===== config.mk =====
export PLATFORM = sky130hd
export DESIGN_NAME = ctm_timer
export DESIGN_NICKNAME = d
export VERILOG_FILES = /design/src/hw/ctm_timer.v
export VERILOG_INCLUDE_DIRS = /design/src /design/src/pkg
export SDC_FILE = /design/constraint.sdc
export NUM_CORES = 1
export LEC_CHECK = 0
export ABC_AREA = 0
export BUFFER_PORTS_ARGS = -buffer_cell sky130_fd_sc_hd__buf_2
export CORE_AREA = 2 2 97 99
export CTS_CLUSTER_SIZE = 40
export DETAILED_ROUTE_END_ITERATION = 10
export DIE_AREA = 0 0 99 101
export GPL_ROUTABILITY_DRIVEN = 0
export HOLD_SLACK_MARGIN = 0.06
export PLACE_DENSITY_LB_ADDON = 0.05
export SETUP_SLACK_MARGIN = 0.05
export SLEW_MARGIN = 20
export SYNTH_ARGS = -nofsm -noshare
export SYNTH_HDL_FRONTEND = slang
export SYNTH_SLANG_ARGS = --single-unit
export TNS_END_PERCENT = 100

===== constraint.sdc =====
create_clock -name clk_in -period 3.1 [get_ports clk_in]
set_clock_uncertainty 0.15 [all_clocks]
set_input_delay 0.155 -clock clk_in [delete_from_list [all_inputs] [get_ports clk_in]]
set_output_delay 0.155 -clock clk_in [all_outputs]
set_load 0.02 [all_outputs]

===== src/pkg/ctm_defs.vh =====
//----------------------------------------------------------------------
// Function
// - 10-bit up-counter advancing on the clock chosen by clock_select
// - period_value compared with count bits 9..7, compare_value with all bits
// - software cannot load count; run_control rising edge zeroes it
// - counter clears on overflow or selected match, raising match events
// - run_control low stops counting and keeps the count
// - counter_pause high holds the count; counting resumes when low
// - clock_select codes pick sys/4, sys, high/16, high/64, tbc, pin edges
// - undefined clock_select code gives no clock; counter stops
// - compare output mode: run_control rise restores output_initial_level
// - period_field step is 128 clocks; code 000 means 1024 clocks
// - clear_select zero clears counter on period match outside PWM mode
// - period_field zero lets counter run to maximum and overflow
// - count pair read-only, bits 9..8 in high byte, upper bits zero
// - compare pair read/write, bits 9..8 in high byte, reset zero
// - timer output drives two pins, same signal or inverse
// - modes: compare-match output, timer/counter, PWM output
// - low byte write goes to buffer; high byte write moves both
// - high byte read latches low byte into buffer for next read
// - mode_field: 00 compare output, 10 PWM, 11 timer, 01 undefined
// - clear_select one clears counter on compare match outside PWM mode
//----------------------------------------------------------------------
`ifndef CTM_DEFS_VH
`define CTM_DEFS_VH

// register byte offsets
`define CTM_OFS_CTRL0 8'h00
`define CTM_OFS_CTRL1 8'h04
`define CTM_OFS_CNTL 8'h08
`define CTM_OFS_CNTH 8'h0c
`define CTM_OFS_CMPL 8'h10
`define CTM_OFS_CMPH 8'h14
`define CTM_OFS_PINS 8'h18

// control zero fields
`define CTM_C0_PAUSE 7
`define CTM_C0_CKS_HI 6
`define CTM_C0_CKS_LO 4
`define CTM_C0_RUN 3
`define CTM_C0_PER_HI 2
`define CTM_C0_PER_LO 0

// control one fields
`define CTM_C1_MODE_HI 7
`define CTM_C1_MODE_LO 6
`define CTM_C1_IO_HI 5
`define CTM_C1_IO_LO 4
`define CTM_C1_OC 3
`define CTM_C1_POL 2
`define CTM_C1_DPX 1
`define CTM_C1_CCLR 0

// pin control fields
`define CTM_PIN_A_EN 0
`define CTM_PIN_B_EN 1
`define CTM_PIN_B_INV 2

// reset values
`define CTM_RST_CTRL0 8'h00
`define CTM_RST_CTRL1 8'h00
`define CTM_RST_PINS 8'h00

// clock select codes
`define CTM_CK_SYS4 3'h0
`define CTM_CK_SYS 3'h1
`define CTM_CK_H16 3'h2
`define CTM_CK_H64 3'h3
`define CTM_CK_TBC 3'h4
`define CTM_CK_RISE 3'h6
`define CTM_CK_FALL 3'h7

// mode codes
`define CTM_MODE_CMP 2'h0
`define CTM_MODE_PWM 2'h2
`define CTM_MODE_TMR 2'h3

// output action codes
`define CTM_IO_NONE 2'h0
`define CTM_IO_LOW 2'h1
`define CTM_IO_HIGH 2'h2
`define CTM_IO_TOG 2'h3

// prescaler taps
`define CTM_DIV4_MASK 6'h03
`define CTM_DIV16_MASK 6'h0f
`define CTM_DIV64_MASK 6'h3f

// counter geometry
`define CTM_CNT_MAX 10'h3ff
`define CTM_PER_SHIFT 7

`endif


===== src/hw/ctm_timer.v =====
// Design decisions made here: the APB slave port and the register addresses.
`include "ctm_defs.vh"
`timescale 1ns/1ps
`default_nettype none

module ctm_timer
(
  // clock and reset
  input wire clk_in,
  input wire rst_n_in,
  // apb slave
  input wire [7:0] paddr_in,
  input wire psel_in,
  input wire penable_in,
  input wire pwrite_in,
  input wire [31:0] pwdata_in,
  output reg [31:0] prdata_out,
  output reg pready_out,
  output reg pslverr_out,
  // clock sources
  input wire tbc_tick_in,
  input wire ext_clk_in,
  // timer pins
  output reg pin_a_out,
  output reg pin_a_oe_out,
  output reg pin_b_out,
  output reg pin_b_oe_out,
  // match events
  output reg period_match_out,
  output reg compare_match_out
);

  //--------------------------------------------------------------------
  // registers and state
  //--------------------------------------------------------------------
  reg [7:0] ctrl0_r;
  reg [7:0] ctrl1_r;
  reg [7:0] pins_r;
  reg [9:0] compare_r;
  reg [7:0] hold_buf_r;
  reg [9:0] count_r;
  reg [9:0] count_nxt;
  reg [5:0] presc_r;
  reg ext_prev_r;
  reg level_r;
  reg level_nxt;
  reg tick;
  reg clr_hit;
  reg pmatch;
  reg amatch;
  reg pwm_act;
  reg [31:0] rd_mux;
  reg addr_ok;

  //--------------------------------------------------------------------
  // field views
  //--------------------------------------------------------------------
  wire counter_pause = ctrl0_r[`CTM_C0_PAUSE];
  wire [2:0] clock_select = ctrl0_r[`CTM_C0_CKS_HI:`CTM_C0_CKS_LO];
  wire run_control = ctrl0_r[`CTM_C0_RUN];
  wire [2:0] period_field = ctrl0_r[`CTM_C0_PER_HI:`CTM_C0_PER_LO];
  wire [1:0] mode_field = ctrl1_r[`CTM_C1_MODE_HI:`CTM_C1_MODE_LO];
  wire [1:0] io_field = ctrl1_r[`CTM_C1_IO_HI:`CTM_C1_IO_LO];
  wire output_initial_level = ctrl1_r[`CTM_C1_OC];
  wire out_invert = ctrl1_r[`CTM_C1_POL];
  wire duty_swap = ctrl1_r[`CTM_C1_DPX];
  wire clear_select = ctrl1_r[`CTM_C1_CCLR];

  //--------------------------------------------------------------------
  // apb decode
  //--------------------------------------------------------------------
  // access edge: the master sees pready high at this edge
  wire acc = psel_in & penable_in & pready_out;
  wire wr_acc = acc & pwrite_in;
  wire rd_acc = acc & ~pwrite_in;
  wire wr_c0 = wr_acc & (paddr_in == `CTM_OFS_CTRL0);
  wire run_rise = wr_c0 & pwdata_in[`CTM_C0_RUN] & ~run_control;

  // read data and address check, one wait state before pready
  always @*
  begin
    rd_mux = 32'h0000_0000;
    addr_ok = 1'b1;
    case (paddr_in)
      `CTM_OFS_CTRL0: rd_mux[7:0] = ctrl0_r;
      `CTM_OFS_CTRL1: rd_mux[7:0] = ctrl1_r;
      `CTM_OFS_CNTL: rd_mux[7:0] = hold_buf_r;
      `CTM_OFS_CNTH: rd_mux[1:0] = count_r[9:8];
      `CTM_OFS_CMPL: rd_mux[7:0] = hold_buf_r;
      `CTM_OFS_CMPH: rd_mux[1:0] = compare_r[9:8];
      `CTM_OFS_PINS: rd_mux[7:0] = pins_r;
      default: addr_ok = 1'b0;
    endcase
  end

  // bus handshake outputs
  always @(posedge clk_in)
  begin
    if (!rst_n_in)
    begin
      pready_out <= 1'b0;
      pslverr_out <= 1'b0;
      prdata_out <= 32'h0000_0000;
    end
    else if (psel_in & penable_in & ~pready_out)
    begin
      pready_out <= 1'b1;
      pslverr_out <= ~addr_ok;
      prdata_out <= pwrite_in ? 32'h0000_0000 : rd_mux;
    end
    else
    begin
      pready_out <= 1'b0;
      pslverr_out <= 1'b0;
    end
  end

  //--------------------------------------------------------------------
  // register writes and holding buffer
  //--------------------------------------------------------------------
  // the count pair has no write path at all
  always @(posedge clk_in)
  begin
    if (!rst_n_in)
    begin
      ctrl0_r <= `CTM_RST_CTRL0;
      ctrl1_r <= `CTM_RST_CTRL1;
      pins_r <= `CTM_RST_PINS;
      compare_r <= 10'h000;
      hold_buf_r <= 8'h00;
    end
    else if (wr_acc)
    begin
      case (paddr_in)
        `CTM_OFS_CTRL0: ctrl0_r <= pwdata_in[7:0];
        `CTM_OFS_CTRL1: ctrl1_r <= pwdata_in[7:0];
        `CTM_OFS_PINS: pins_r <= pwdata_in[7:0];
        `CTM_OFS_CMPL: hold_buf_r <= pwdata_in[7:0];
        `CTM_OFS_CMPH: compare_r <= {pwdata_in[1:0], hold_buf_r};
        default: ;
      endcase
    end
    else if (rd_acc)
    begin
      case (paddr_in)
        `CTM_OFS_CNTH: hold_buf_r <= count_r[7:0];
        `CTM_OFS_CMPH: hold_buf_r <= compare_r[7:0];
        default: ;
      endcase
    end
  end

  //--------------------------------------------------------------------
  // clock source selection
  //--------------------------------------------------------------------
  // free prescaler; system and high clock both equal clk_in here
  always @(posedge clk_in)
  begin
    if (!rst_n_in)
    begin
      presc_r <= 6'h00;
      ext_prev_r <= 1'b0;
    end
    else
    begin
      presc_r <= presc_r + 6'h01;
      ext_prev_r <= ext_clk_in;
    end
  end

  // one-cycle count enable from the chosen source
  always @*
  begin
    case (clock_select)
      `CTM_CK_SYS4: tick = (presc_r & `CTM_DIV4_MASK) == `CTM_DIV4_MASK;
      `CTM_CK_SYS: tick = 1'b1;
      `CTM_CK_H16: tick = (presc_r & `CTM_DIV16_MASK) == `CTM_DIV16_MASK;
      `CTM_CK_H64: tick = (presc_r & `CTM_DIV64_MASK) == `CTM_DIV64_MASK;
      `CTM_CK_TBC: tick = tbc_tick_in;
      `CTM_CK_RISE: tick = ext_clk_in & ~ext_prev_r;
      `CTM_CK_FALL: tick = ~ext_clk_in & ext_prev_r;
      default: tick = 1'b0;
    endcase
  end

  //--------------------------------------------------------------------
  // comparators and clear condition
  //--------------------------------------------------------------------
  // matches look at the value the counter is about to reach
  always @*
  begin
    count_nxt = count_r + 10'h001;
    pmatch = (period_field != 3'h0) &&
      (count_nxt[9:`CTM_PER_SHIFT] == period_field);
    amatch = (count_nxt == compare_r);
    if (mode_field == `CTM_MODE_PWM)
      clr_hit = duty_swap ? amatch : pmatch;
    else if (clear_select)
      clr_hit = amatch;
    else
      clr_hit = pmatch;
    // code 000 leaves only the wrap at maximum
    if (count_r == `CTM_CNT_MAX)
      clr_hit = 1'b1;
  end

  //--------------------------------------------------------------------
  // counter
  //--------------------------------------------------------------------
  always @(posedge clk_in)
  begin
    if (!rst_n_in)
      count_r <= 10'h000;
    else if (run_rise)
      count_r <= 10'h000;
    else if (run_control & ~counter_pause & tick)
      count_r <= clr_hit ? 10'h000 : count_nxt;
  end

  // match event pulses toward the interrupt controller
  always @(posedge clk_in)
  begin
    if (!rst_n_in)
    begin
      period_match_out <= 1'b0;
      compare_match_out <= 1'b0;
    end
    else
    begin
      period_match_out <= run_control & ~counter_pause & tick &
        (pmatch | ((period_field == 3'h0) &&
        (count_r == `CTM_CNT_MAX)));
      compare_match_out <= run_control & ~counter_pause & tick &
        amatch;
    end
  end

  //--------------------------------------------------------------------
  // output level generation
  //--------------------------------------------------------------------
  // pwm active while count is below duty
  always @*
  begin
    if (duty_swap)
      pwm_act = count_r[9:`CTM_PER_SHIFT] < period_field;
    else
      pwm_act = count_r < compare_r;
  end

  // level before polarity, per mode
  always @*
  begin
    level_nxt = level_r;
    case (mode_field)
      `CTM_MODE_CMP:
      begin
        if (run_rise)
          level_nxt = output_initial_level;
        else if (run_control & ~counter_pause & tick & amatch)
        begin
          case (io_field)
            `CTM_IO_LOW: level_nxt = 1'b0;
            `CTM_IO_HIGH: level_nxt = 1'b1;
            `CTM_IO_TOG: level_nxt = ~level_r;
            default: level_nxt = level_r;
          endcase
        end
      end
      `CTM_MODE_PWM:
      begin
        case (io_field)
          `CTM_IO_NONE: level_nxt = ~output_initial_level;
          `CTM_IO_LOW: level_nxt = output_initial_level;
          `CTM_IO_HIGH: level_nxt = pwm_act ? output_initial_level :
            ~output_initial_level;
          default: level_nxt = level_r;
        endcase
      end
      default: level_nxt = level_r;
    endcase
  end

  always @(posedge clk_in)
  begin
    if (!rst_n_in)
      level_r <= 1'b0;
    else
      level_r <= level_nxt;
  end

  //--------------------------------------------------------------------
  // pin drivers
  //--------------------------------------------------------------------
  // timer mode leaves both pins undriven
  always @(posedge clk_in)
  begin
    if (!rst_n_in)
    begin
      pin_a_out <= 1'b0;
      pin_b_out <= 1'b0;
      pin_a_oe_out <= 1'b0;
      pin_b_oe_out <= 1'b0;
    end
    else
    begin
      pin_a_out <= level_r ^ out_invert;
      pin_b_out <= level_r ^ out_invert ^ pins_r[`CTM_PIN_B_INV];
      pin_a_oe_out <= pins_r[`CTM_PIN_A_EN] &
        (mode_field != `CTM_MODE_TMR);
      pin_b_oe_out <= pins_r[`CTM_PIN_B_EN] &
        (mode_field != `CTM_MODE_TMR);
    end
  end

endmodule

`default_nettype wire


# ---- Word-level counts from Yosys, hierarchy flattened
# Cells that the tools add are included.
dict set report word_totals {
  regBits 100
  out_inout_bits 40
  wordCells 121
  input_bits 47
}
dict set report classes {
  n_mux 22
  n_lt_le_gt_ge 2
  bitwise 29
  n_addsub 2
  n_reduce_logical 21
  n_eq_ne 27
}
# cell count
set op_table {}
lappend op_table {{two-way mux 8 bit} 4}
lappend op_table {{equality test 8 x 5 -> 1 bit (second input constant)} 3}
lappend op_table {{one-hot mux 6 bit (4 select lines)} 1}
lappend op_table {{AND 1 bit} 16}
lappend op_table {{equality test 8 x 4 -> 1 bit (second input constant)} 2}
lappend op_table {{one-hot mux 8 bit (2 select lines)} 1}
lappend op_table {{one-hot mux 2 bit (6 select lines)} 1}
lappend op_table {{adder 10 x 1 -> 10 bit (second input constant)} 1}
lappend op_table {{equality test 10 bit} 1}
lappend op_table {{equality test 10 bit (second input constant)} 1}
lappend op_table {{< comparator 10 bit} 1}
lappend op_table {{two-way mux 1 bit} 10}
lappend op_table {{two-way mux 10 bit} 1}
lappend op_table {{NOT 1 bit} 10}
lappend op_table {{AND reduction 2 bit} 5}
lappend op_table {{equality test 3 bit (second input constant)} 3}
lappend op_table {{equality test 2 bit (second input constant)} 4}
lappend op_table {{equality test 8 x 3 -> 1 bit (second input constant)} 1}
lappend op_table {{logical NOT 8 bit} 1}
lappend op_table {{one-hot mux 1 bit (7 select lines)} 1}
lappend op_table {{OR reduction 7 bit} 1}
lappend op_table {{adder 6 x 1 -> 6 bit (second input constant)} 1}
lappend op_table {{equality test 3 x 2 -> 1 bit (second input constant)} 2}
lappend op_table {{equality test 6 bit (second input constant)} 1}
lappend op_table {{other kinds (22)} 30}

# ---- Longest topological paths before layout
# Gate-level depths: netlist of run 1.
dict set report depth {
  ltp_word 8
  mapped_depth 10
  ltp_nobuf 10
}

# ---- Worst setup path before layout of run 1
# No wires, ideal clock.
dict set report synth_path {
  path_kind {register to register}
  startpoint {register count_r[0]}
  endpoint {register count_r[5]}
  path_stages_with_launch 11
  required_ps 2823
  arrival_ps 2551
  setup_ps 127
  n_path_buf 1
  setup_slack_ps 272
  path_cell_list {dfxtp_1 > ha_1 > nand3_2 > xnor2_1 > or4_4 > a311oi_2 > nand4_1 > mux2i_1 > buf_4 > nor4_2 > or3_1}
}
dict set report synth_between {
  elab_chain_cells 7
  elab_cells_between_ends 10
  classes_between {add/sub (1); eq/ne (3); mux (5); reduce/logical (1)}
}
# element line_no
set synth_rtl {}
lappend synth_rtl {{start: declaration} ctm_timer.v:41} ;# reg [9:0] count_r;
lappend synth_rtl {{start signal: assignment} ctm_timer.v:217} ;# count_r <= clr_hit ? 10'h000 : count_nxt;
lappend synth_rtl {{adder 10 x 1 -> 10 bit} ctm_timer.v:192} ;# count_nxt = count_r + 10'h001;
lappend synth_rtl {{equality test 3 bit} ctm_timer.v:194} ;# (count_nxt[9:`CTM_PER_SHIFT] == period_field);
lappend synth_rtl {{logical AND 1 bit} ctm_timer.v:193} ;# pmatch = (period_field != 3'h0) &&
lappend synth_rtl {{two-way mux 1 bit, on equally long branches} {ctm_timer.v:198, ctm_timer.v:197}}
lappend synth_rtl {{two-way mux 1 bit} ctm_timer.v:196} ;# if (mode_field == `CTM_MODE_PWM)
lappend synth_rtl {{two-way mux 1 bit} ctm_timer.v:203} ;# if (count_r == `CTM_CNT_MAX)
lappend synth_rtl {{two-way mux 10 bit *} ctm_timer.v:217}
# Mark *: on every way between the ends. The rest lies on a longest branch, timed or not.
# A chain may end at the register's enable or synchronous reset.

# ---- Final worst setup path of run 1
dict set report layout_path {
  startpoint {register count_r[0]}
  endpoint {register count_r[7]}
}
# The elaborated chain is that of the path after synthesis.

==> results.cfg, run 1 <==
[status]
outcome = finished, final reports clean

[synthesis]
synth.area.top_cells = dfxtp_1, mux2i_1, nor2_1
synth-xor-area-share_pct = 4.00
async_flop_share_pct = 0
synth_warnings = 0
synth_top_family_by_area = simple AND/OR/NAND/NOR gates
synth-compound-area-share_pct = 17.1
syn_avg_cell_area_um2 = 8.05
synth_cell_types = 54
seq_area_frac_synth_pct = 34.7
syn_area_um2 = 4380
synthAdderAreaFrac_pct = 5.14
ys_ff_latch = 76
synth_edf_count = 0
synth_simple_gate_area_share_pct = 23.7
synth_area_leader_cell = dfxtp_1
synth-main-ff-cell = dfxtp_1
synth.top_cell.area_share_pct = 34.7
synthMuxAreaShare_pct = 6.63
synthCells = 544

[timing]
max_freq_mhz = 352
relSlewSlack_pct = 56.0
finalSetupViolCount = 0
min_period_ns = 2.84
max_slew.worst_pin.slew_ns = 0.659
rsz0062_at_grt = no
timing_hold_violations_final = 0
final_max_slew_viol_count = 0
tns_ns = 0
fin_crit_sh_pct = 91.6

[global_route]
first_global_vias = 3795
grt_first_pass_wirelength_um = 19200
grt_use_total_pct = 24.1
grt_antenna_before_repair = 0
overflow = 0
grt_max_degree = 61

[finish]
final_cell_mix = dfxtp_1, nor2_1, nand2_1
n_antenna_cell = 0
finish.utilization_pct = 57.6
final_net_count = 672
final_common_cell = dfxtp_1
area_growth_pct = 18.1
fillCellCount = 839
drive_above_1_share_pct = 15.7

[floorplan]
rows = 35
die_w_um = 99
io_pins = 87
die_area_um2 = 10000
initial_utilization_pct = 48.8
coreArea_um2 = 8980
dieHeight_um = 101

[cts]
clk_path_buf_depth = 2
cts_buffers = 9
path_clk_slew_ns = 0.09
numClockSinks = 76
cts_max_level = 3
cts_tree = built
clkLatencyLatePin_ns = 0.36
root_buffer = clkbuf_8

[critical_path]
r2r_cells = 11
cp-startpoint = count_r[0]
cp_max_fo = 7
rr_startpoint = count_r[0]
rr_endpoint = count_r[7]
crit_chain = buf_4, inv_1, ha_1, or4_4, a311oi_4, nand4_1, mux2i_1, buf_4, nor4_1, buf_4, a22o_1
required_ns = 3.20
worst_setup_path_end_kind = register
cp_slowest_cell = or4_4
cp.arrival_ns = 2.94
reg2reg_slack_ns = 0.26
worst_path_most_repeated_cell = buf_4
slowest_delay_ns = 0.55
crit_type = reg -> reg
cp-start-kind = register

[placed_design]
port_buffers = 38
hpwl_um = 8560

[drt]
ant_nets = 0
dr.pass1.iters = 4
remaining_drc_errors = 0
drt-total-wl_um = 12000
viasPerCell = 5.55
wl_per_cell_um = 16.6
vias = 4005
drtIter0Drc = 191

[min_path]
min_path_cells = 4
hold_end = pslverr_out
holdCritPathClass = in -> reg
hold_start = paddr_in[6]

[pwr]
power_mw = 2.16
p_leak_nw = 2.01
ir_drop_uv = 251
p_per_area_nw_per_um2 = 417

[job]
maxCapViolCount = 0
-- where the power goes --
group	switching, mW	internal [mW]	leakage (nW)	total (mW)
clock	0.398	0.615	0.129	1.01
sequential	0.00769	0.983	0.615	0.990
combinational	0.103	0.0539	1.27	0.157
-- cells in the mapped netlist, types with 9 or more instances --
master and instances:
a21oi_1 42, a22oi_1 9, and3_1 9, buf_4 26
clkbuf_1 21, dfxtp_1 76, ha_1 18, inv_1 19
mux2i_1 29, nand2_1 53, nand3_1 30, nor2_1 67
xnor2_1 14
-- flip-flops by register name, indices dropped and copies added, names as in the netlist, 6 cells and up --
register,count
hold_buf_r,8
presc_r,6
compare_r,10
pins_r,8
ctrl1_r,8
count_r,10
ctrl0_r,8
prdata_out,8
-- per-stage QoR --
step / worst slack, ns / hold WS [ns] / cell area [um^2] / cells
4_1_cts: 0.0759 / 0.0800 / 5130 / 721
3_3_place_gp: 0.151 / 0.238 / 4690 / 689
3_5_place_dp: 0.0798 / 0.246 / 4690 / 689
5_1_grt: 0.0912 / 0.114 / 5170 / 722
2_1_floorplan: 0.272 / 0.127 / 4470 / 567
6_report: 0.261 / 0.0924 / 5170 / 722
-- what timing repair did --
action,CTS,global route
endpoints found under the setup margin,1,11
buffers inserted,0,1
gates resized for setup,1,8
hold buffers,17,0
pin swaps,0,2
endpoints found under the hold margin,32,0
-- cells by family after synthesis --
family	after synthesis
mux	29
fa+ha+maj	18
flops	76
other cells	1
buf+inv	73
compound gates	112
xor+xnor	20
simple gates	215
-- layer usage --
layer  wire [um]  up-vias  track usage, %
met5           0        -               0
met4         199        0            7.38
met3         548       17            3.81
met2        5740       95            41.3
met1        5490     1879            31.3
li1            -     2014               -
-- how the worst max path moves through the flow --
stage / cells past startpoint / end
after detailed placement: 10 / level_r
after CTS: 10 / level_r
final: 11 / count_r[7]
after floorplan: 10 / count_r[5]
after global routing: 11 / count_r[7]
after global placement: 11 / count_r[3]
-- layout make-up --
class | instances | area (um^2) | area share [%]
clock buffers | 9 | 124 | 2.39
clock inverters | 6 | 138 | 2.66
inverters | 20 | 75.1 | 1.45
multi-input cells | 418 | 2610 | 50.5
flip-flops and latches | 76 | 1530 | 29.5
well taps | 111 | 139 | 2.68
repair buffers | 82 | 563 | 10.9
-- critical path, delay by kind of cell (launching register included) --
family,cells,cell delay [ns]
buf+inv,4,0.55
mux,1,0.15
simple gates,3,0.78
fa+ha+maj,1,0.27
flops,1,0.37
compound gates,2,0.47
No activity file was read; power rests on OpenSTA's default activity.
==> inputs of run 2 (changes only) <==
Settings changed: BUFFER_PORTS_ARGS -buffer_cell sky130_fd_sc_hd__buf_2 to -buffer_cell sky130_fd_sc_hd__buf_4, CTS_BUF_LIST set to sky130_fd_sc_hd__clkbuf_16.
==> run 2 against run 1 <==
Final area increased by 2.2%. Combinational power grew 12%. Worst setup slack lost 0.12 ns. Critical endpoint is now count_r[3]. Largest power group unchanged.
==> results.cfg, run 2 (synthesis gave the netlist of run 1 again) <==
[status]
outcome = finished, final reports clean

[finish]
final_common_cell = dfxtp_1
final_net_count = 673
top_regs = compare_r x10, count_r x10
area_growth_pct = 20.7
final_cell_mix = dfxtp_1, nor2_1, buf_4
n_antenna_cell = 0
drive_above_1_share_pct = 15.0

[floorplan]
coreArea_um2 = 8980
io_pins = 87
dieHeight_um = 101
rows = 35
initial_utilization_pct = 48.8
die_w_um = 99
die_area_um2 = 10000

[pwr]
pwr-share-clk_pct = 47.3
pwr-share-seq_pct = 44.8
p_leak_nw = 2.03
power_mw = 2.21
p_per_area_nw_per_um2 = 418
p_comb_share_pct = 8.0
ir_drop_uv = 349
swShare_pct = 24.5
power.switching_mw = 0.540
p_int_mw = 1.67

[min_path]
holdCritPathClass = in -> reg
hold_start = paddr_in[6]

[global_route]
grt_max_degree = 61
grt_first_pass_wirelength_um = 19300
first_global_vias = 3863
grt_antenna_before_repair = 0
grt_use_total_pct = 24.6
overflow = 0

[timing]
fin_crit_sh_pct = 95.6
min_period_ns = 2.96
rsz0062_at_grt = no
tns_ns = 0
max_freq_mhz = 338
timing_hold_violations_final = 0
relSlewSlack_pct = 56.6
final_max_slew_viol_count = 0
finalSetupViolCount = 0
max_slew.worst_pin.slew_ns = 0.645

[drt]
remaining_drc_errors = 0
wl_per_cell_um = 16.6
viasPerCell = 5.66
dr.pass1.iters = 4
ant_nets = 0
drtIter0Drc = 160
vias = 4098
drt-total-wl_um = 12000

[critical_path]
worst_setup_path_end_kind = register
slowest_delay_ns = 0.55
required_ns = 3.18
cp-start-kind = register
worst_path_most_repeated_cell = buf_4
cp_slowest_cell = or4_4
cp.arrival_ns = 3.04
cp-startpoint = count_r[0]
crit_chain = buf_4, inv_1, ha_1, or4_4, a311oi_4, nand4_1, mux2i_1, buf_4, nor4_1, buf_4, a22o_1
rr_startpoint = count_r[0]
cp_max_fo = 9
crit_type = reg -> reg

[cts]
root_buffer = clkbuf_16
clkLatencyLatePin_ns = 0.34
path_clk_slew_ns = 0.06
clk_path_buf_depth = 2
numClockSinks = 76
cts_buffers = 9
cts_tree = built
cts_max_level = 3

[placed_design]
port_buffers = 38
hpwl_um = 8610

[job]
maxCapViolCount = 0
run 2: cell types whose count changed in the layout (fill, tap and decap cells not counted), moves of 2 or more:
cell        previous run  this run
clkbuf_8               9         0
clkinv_4               2         0
dfxtp_1               73        76
buf_2                 38         0
dfxtp_2                3         0
bufinv_16              4         1
clkbuf_16              0         9
buf_4                 27        66
clkinvlp_4             0         4
run 2: metrics by stage:
| step | std cells | util [%] | worst slack [ns] | instance area, um^2 | hold WS (ns) |
|---|---|---|---|---|---|
| finish | 724 | 58.9 | 0.138 | 5290 | 0.110 |
| floorplan | 567 | - | 0.272 | 4470 | 0.127 |
| CTS | 721 | 58.4 | 0.0592 | 5240 | 0.109 |
| global placement | 688 | 53.2 | 0.206 | 4780 | 0.229 |
| global route | 724 | 58.9 | 0.0344 | 5290 | 0.163 |
| detailed placement | 688 | 53.2 | 0.0728 | 4780 | 0.231 |
run 2: path summary, 6_finish.rpt:
check	to	slack (ns)	depth (start not counted)
worst min register to register	presc_r[0]	0.29	1
worst max register to register	count_r[3]	0.14	11
worst min-delay path	pslverr_out	0.11	4
worst max-delay path	count_r[3]	0.14	11
run 2: critical path: cells and delay by family, from the launching register on:
family / cells / cell delay, ns
and+or+nand+nor: 3 / 0.82
buffers and inverters: 4 / 0.56
AOI/OAI and AO/OA: 2 / 0.55
DFF: 1 / 0.33
adders and majority gates: 1 / 0.27
muxes: 1 / 0.17
run 2: routing by layer:
metal / wire length, um / share of wire [%] / global-route usage, % / vias to the layer above
li1: - / - / - / 2020
met1: 5490 / 46 / 32.0 / 1949
met2: 5640 / 47 / 40.0 / 102
met3: 501 / 4.2 / 4.23 / 27
met4: 384 / 3.2 / 11.0 / 0
met5: 0 / 0 / 0 / -
run 2: what timing repair did:
| action | CTS | global route |
|---|---|---|
| hold buffers | 17 | 0 |
| endpoints found under the hold margin | 32 | 0 |
| setup endpoints to repair | 0 | 11 |
| buffers inserted | 0 | 3 |
| gates resized for setup | 0 | 4 |
run 2: final cells by class:
| type | instances | area [um^2] |
|---|---|---|
| clock inverter | 7 | 68.8 |
| clock buffer | 9 | 225 |
| timing repair buffer | 83 | 666 |
| sequential | 76 | 1520 |
| inverter | 20 | 75.1 |
| tap | 111 | 139 |
| fill | 849 | 3690 |
| multi-input combinational | 418 | 2590 |
run 2: power groups by stage:
stage                     Combinational, mW  Sequential (mW)  Clock [mW]
after global routing                  0.191            0.989        1.11
after detailed placement              0.155             1.01           0
after floorplan                       0.115             1.01           0
final                                 0.176            0.988        1.04
after global placement                0.154             1.01           0
after CTS                             0.172            0.988        1.06
==> inputs of run 3 (changes only) <==
Settings changed: CORE_AREA 2 2 97 99 to 2 2 92 94, DIE_AREA 0 0 99 101 to 0 0 94 96, GPL_TIMING_DRIVEN set to 0.
==> run 3 against run 2 <==
Combinational power up 8%. Die area down 9.8%. Fmax up 0.65%. Final area up 3.2%. Clock power up 13%. Via count up 3.7%. Flip-flop and latch count unchanged. Utilization up 8.9 points. Non-clock buffer count up 25. Power up 7.0%. Sequential power about the same. Critical endpoint is now count_r[5].
==> results.cfg, run 3 (synthesis gave the netlist of run 1 again) <==
[pwr]
swShare_pct = 22.3
p_int_mw = 1.84
p_per_area_nw_per_um2 = 433
power_mw = 2.36
p_comb_share_pct = 8.1
p_leak_nw = 2.12
ir_drop_uv = 305
power.switching_mw = 0.528
pwr-share-clk_pct = 50.0
pwr-share-seq_pct = 41.9

[critical_path]
crit_type = reg -> reg
cp_max_fo = 7
cp-start-kind = register
worst_setup_path_end_kind = register
cp.arrival_ns = 3.01
required_ns = 3.17

[global_route]
grt_max_degree = 13
overflow = 0
grt_first_pass_wirelength_um = 19300
grt_use_total_pct = 27.8
first_global_vias = 3931
grt_antenna_before_repair = 0

[finish]
n_antenna_cell = 0
final_cell_mix = dfxtp_1, buf_4, nor2_1
final_common_cell = dfxtp_1
area_growth_pct = 24.5
drive_above_1_share_pct = 16.6
final_net_count = 698
top_regs = compare_r x10, count_r x10
fin_cells = 742

[min_path]
holdCritPathClass = in -> reg

[floorplan]
dieHeight_um = 96
die_area_um2 = 9020
initial_utilization_pct = 54.4
die_w_um = 94
coreArea_um2 = 8050
rows = 33
io_pins = 87

[timing]
timing.hold.ws_ns = 0.0993
max_slew.worst_pin.slew_ns = 1.02
timing_hold_violations_final = 0
tns_ns = 0
rsz0062_at_grt = no
fin_crit_sh_pct = 94.9
relSlewSlack_pct = 32.0
finalSetupViolCount = 0
max_freq_mhz = 340
fin_ws_ns = 0.157
min_period_ns = 2.94
final_max_slew_viol_count = 0

[cts]
cts_buffers = 9
root_buffer = clkbuf_16
clkLatencyLatePin_ns = 0.33
clk_path_buf_depth = 2
path_clk_slew_ns = 0.06
numClockSinks = 76
cts_tree = built
cts_max_level = 3

[placed_design]
dp_cells = 708
port_buffers = 36
hpwl_um = 9040
pre_cts_slack_ns = -0.356

[drt]
drt-total-wl_um = 12500
vias = 4250
wl_per_cell_um = 16.9
viasPerCell = 5.73
dr.pass1.iters = 5
drtIter0Drc = 244
remaining_drc_errors = 0
ant_nets = 0

[status]
outcome = finished, final reports clean

[job]
maxCapViolCount = 0
-- run 3: changes by cell type in the layout (fill, tap and decap cells not counted), moves of 2 or more --
cell,previous run,this run
dlygate4sd3_1,17,11
dfxtp_4,0,2
dfxtp_1,76,74
clkinvlp_4,4,1
bufinv_16,1,3
buf_4,66,69
clkbuf_1,0,20
buf_2,0,4
-- run 3: layout make-up --
cell class                      instances  area [um^2]
Buffer                                 53          313
Inverter                               20         75.1
Sequential cell                        76         1530
Multi-Input combinational cell        418         2640
Tap cell                              105          131
Clock buffer                            9          225
Clock inverter                          6          105
Fill cell                             686         2600
Timing Repair Buffer                   55          438
-- run 3: power groups by stage --
stage               sequential (mW)  combinational [mW]  clock [mW]
CTS                           0.992               0.187        1.19
floorplan                      1.01               0.115           0
global placement               1.01               0.173           0
detailed placement             1.01               0.175           0
finish                        0.991               0.190        1.18
global route                  0.992               0.206        1.24
-- run 3: path summary, 6_finish.rpt --
kind | depth (start not counted) | from | to | slack [ns]
max | 10 | count_r[0] | count_r[5] | 0.16
min | 3 | paddr_in[5] | pslverr_out | 0.1
max reg2reg | 10 | count_r[0] | count_r[5] | 0.16
min reg2reg | 1 | presc_r[0] | presc_r[0] | 0.29
-- run 3: per-stage QoR --
step	util, %	cell area [um^2]
floorplan	-	4470
global placement	60.5	4870
detailed placement	60.5	4870
CTS	66.5	5350
global route	67.7	5450
finish	67.7	5450
-- run 3: timing repair --
action	CTS	global route
resized for setup	7	14
setup endpoints to repair	11	10
buffers inserted	2	5
hold endpoints to repair	31	0
pin swaps	1	3
gates cloned	0	1
hold buffers	11	0
-- run 3: worst max-delay path, cell delays in order, from the launching register on --
cell and delay, ns:
dfxtp_4 0.40, ha_4 0.19, nand3_4 0.12, xnor2_1 0.15, or4_4 0.53, a311oi_4 0.25, nand4_1 0.17, mux2i_2 0.29
buf_6 0.17, nor4_2 0.04, or3_1 0.37
-- run 3: layer usage --
metal / GRT usage [%] / vias up / wire length [um]
met3: 3.76 / 35 / 760
met2: 49.3 / 158 / 6220
met4: 13.5 / 0 / 382
met5: 0 / - / 0
met1: 33.1 / 1991 / 5180
li1: - / 2066 / -
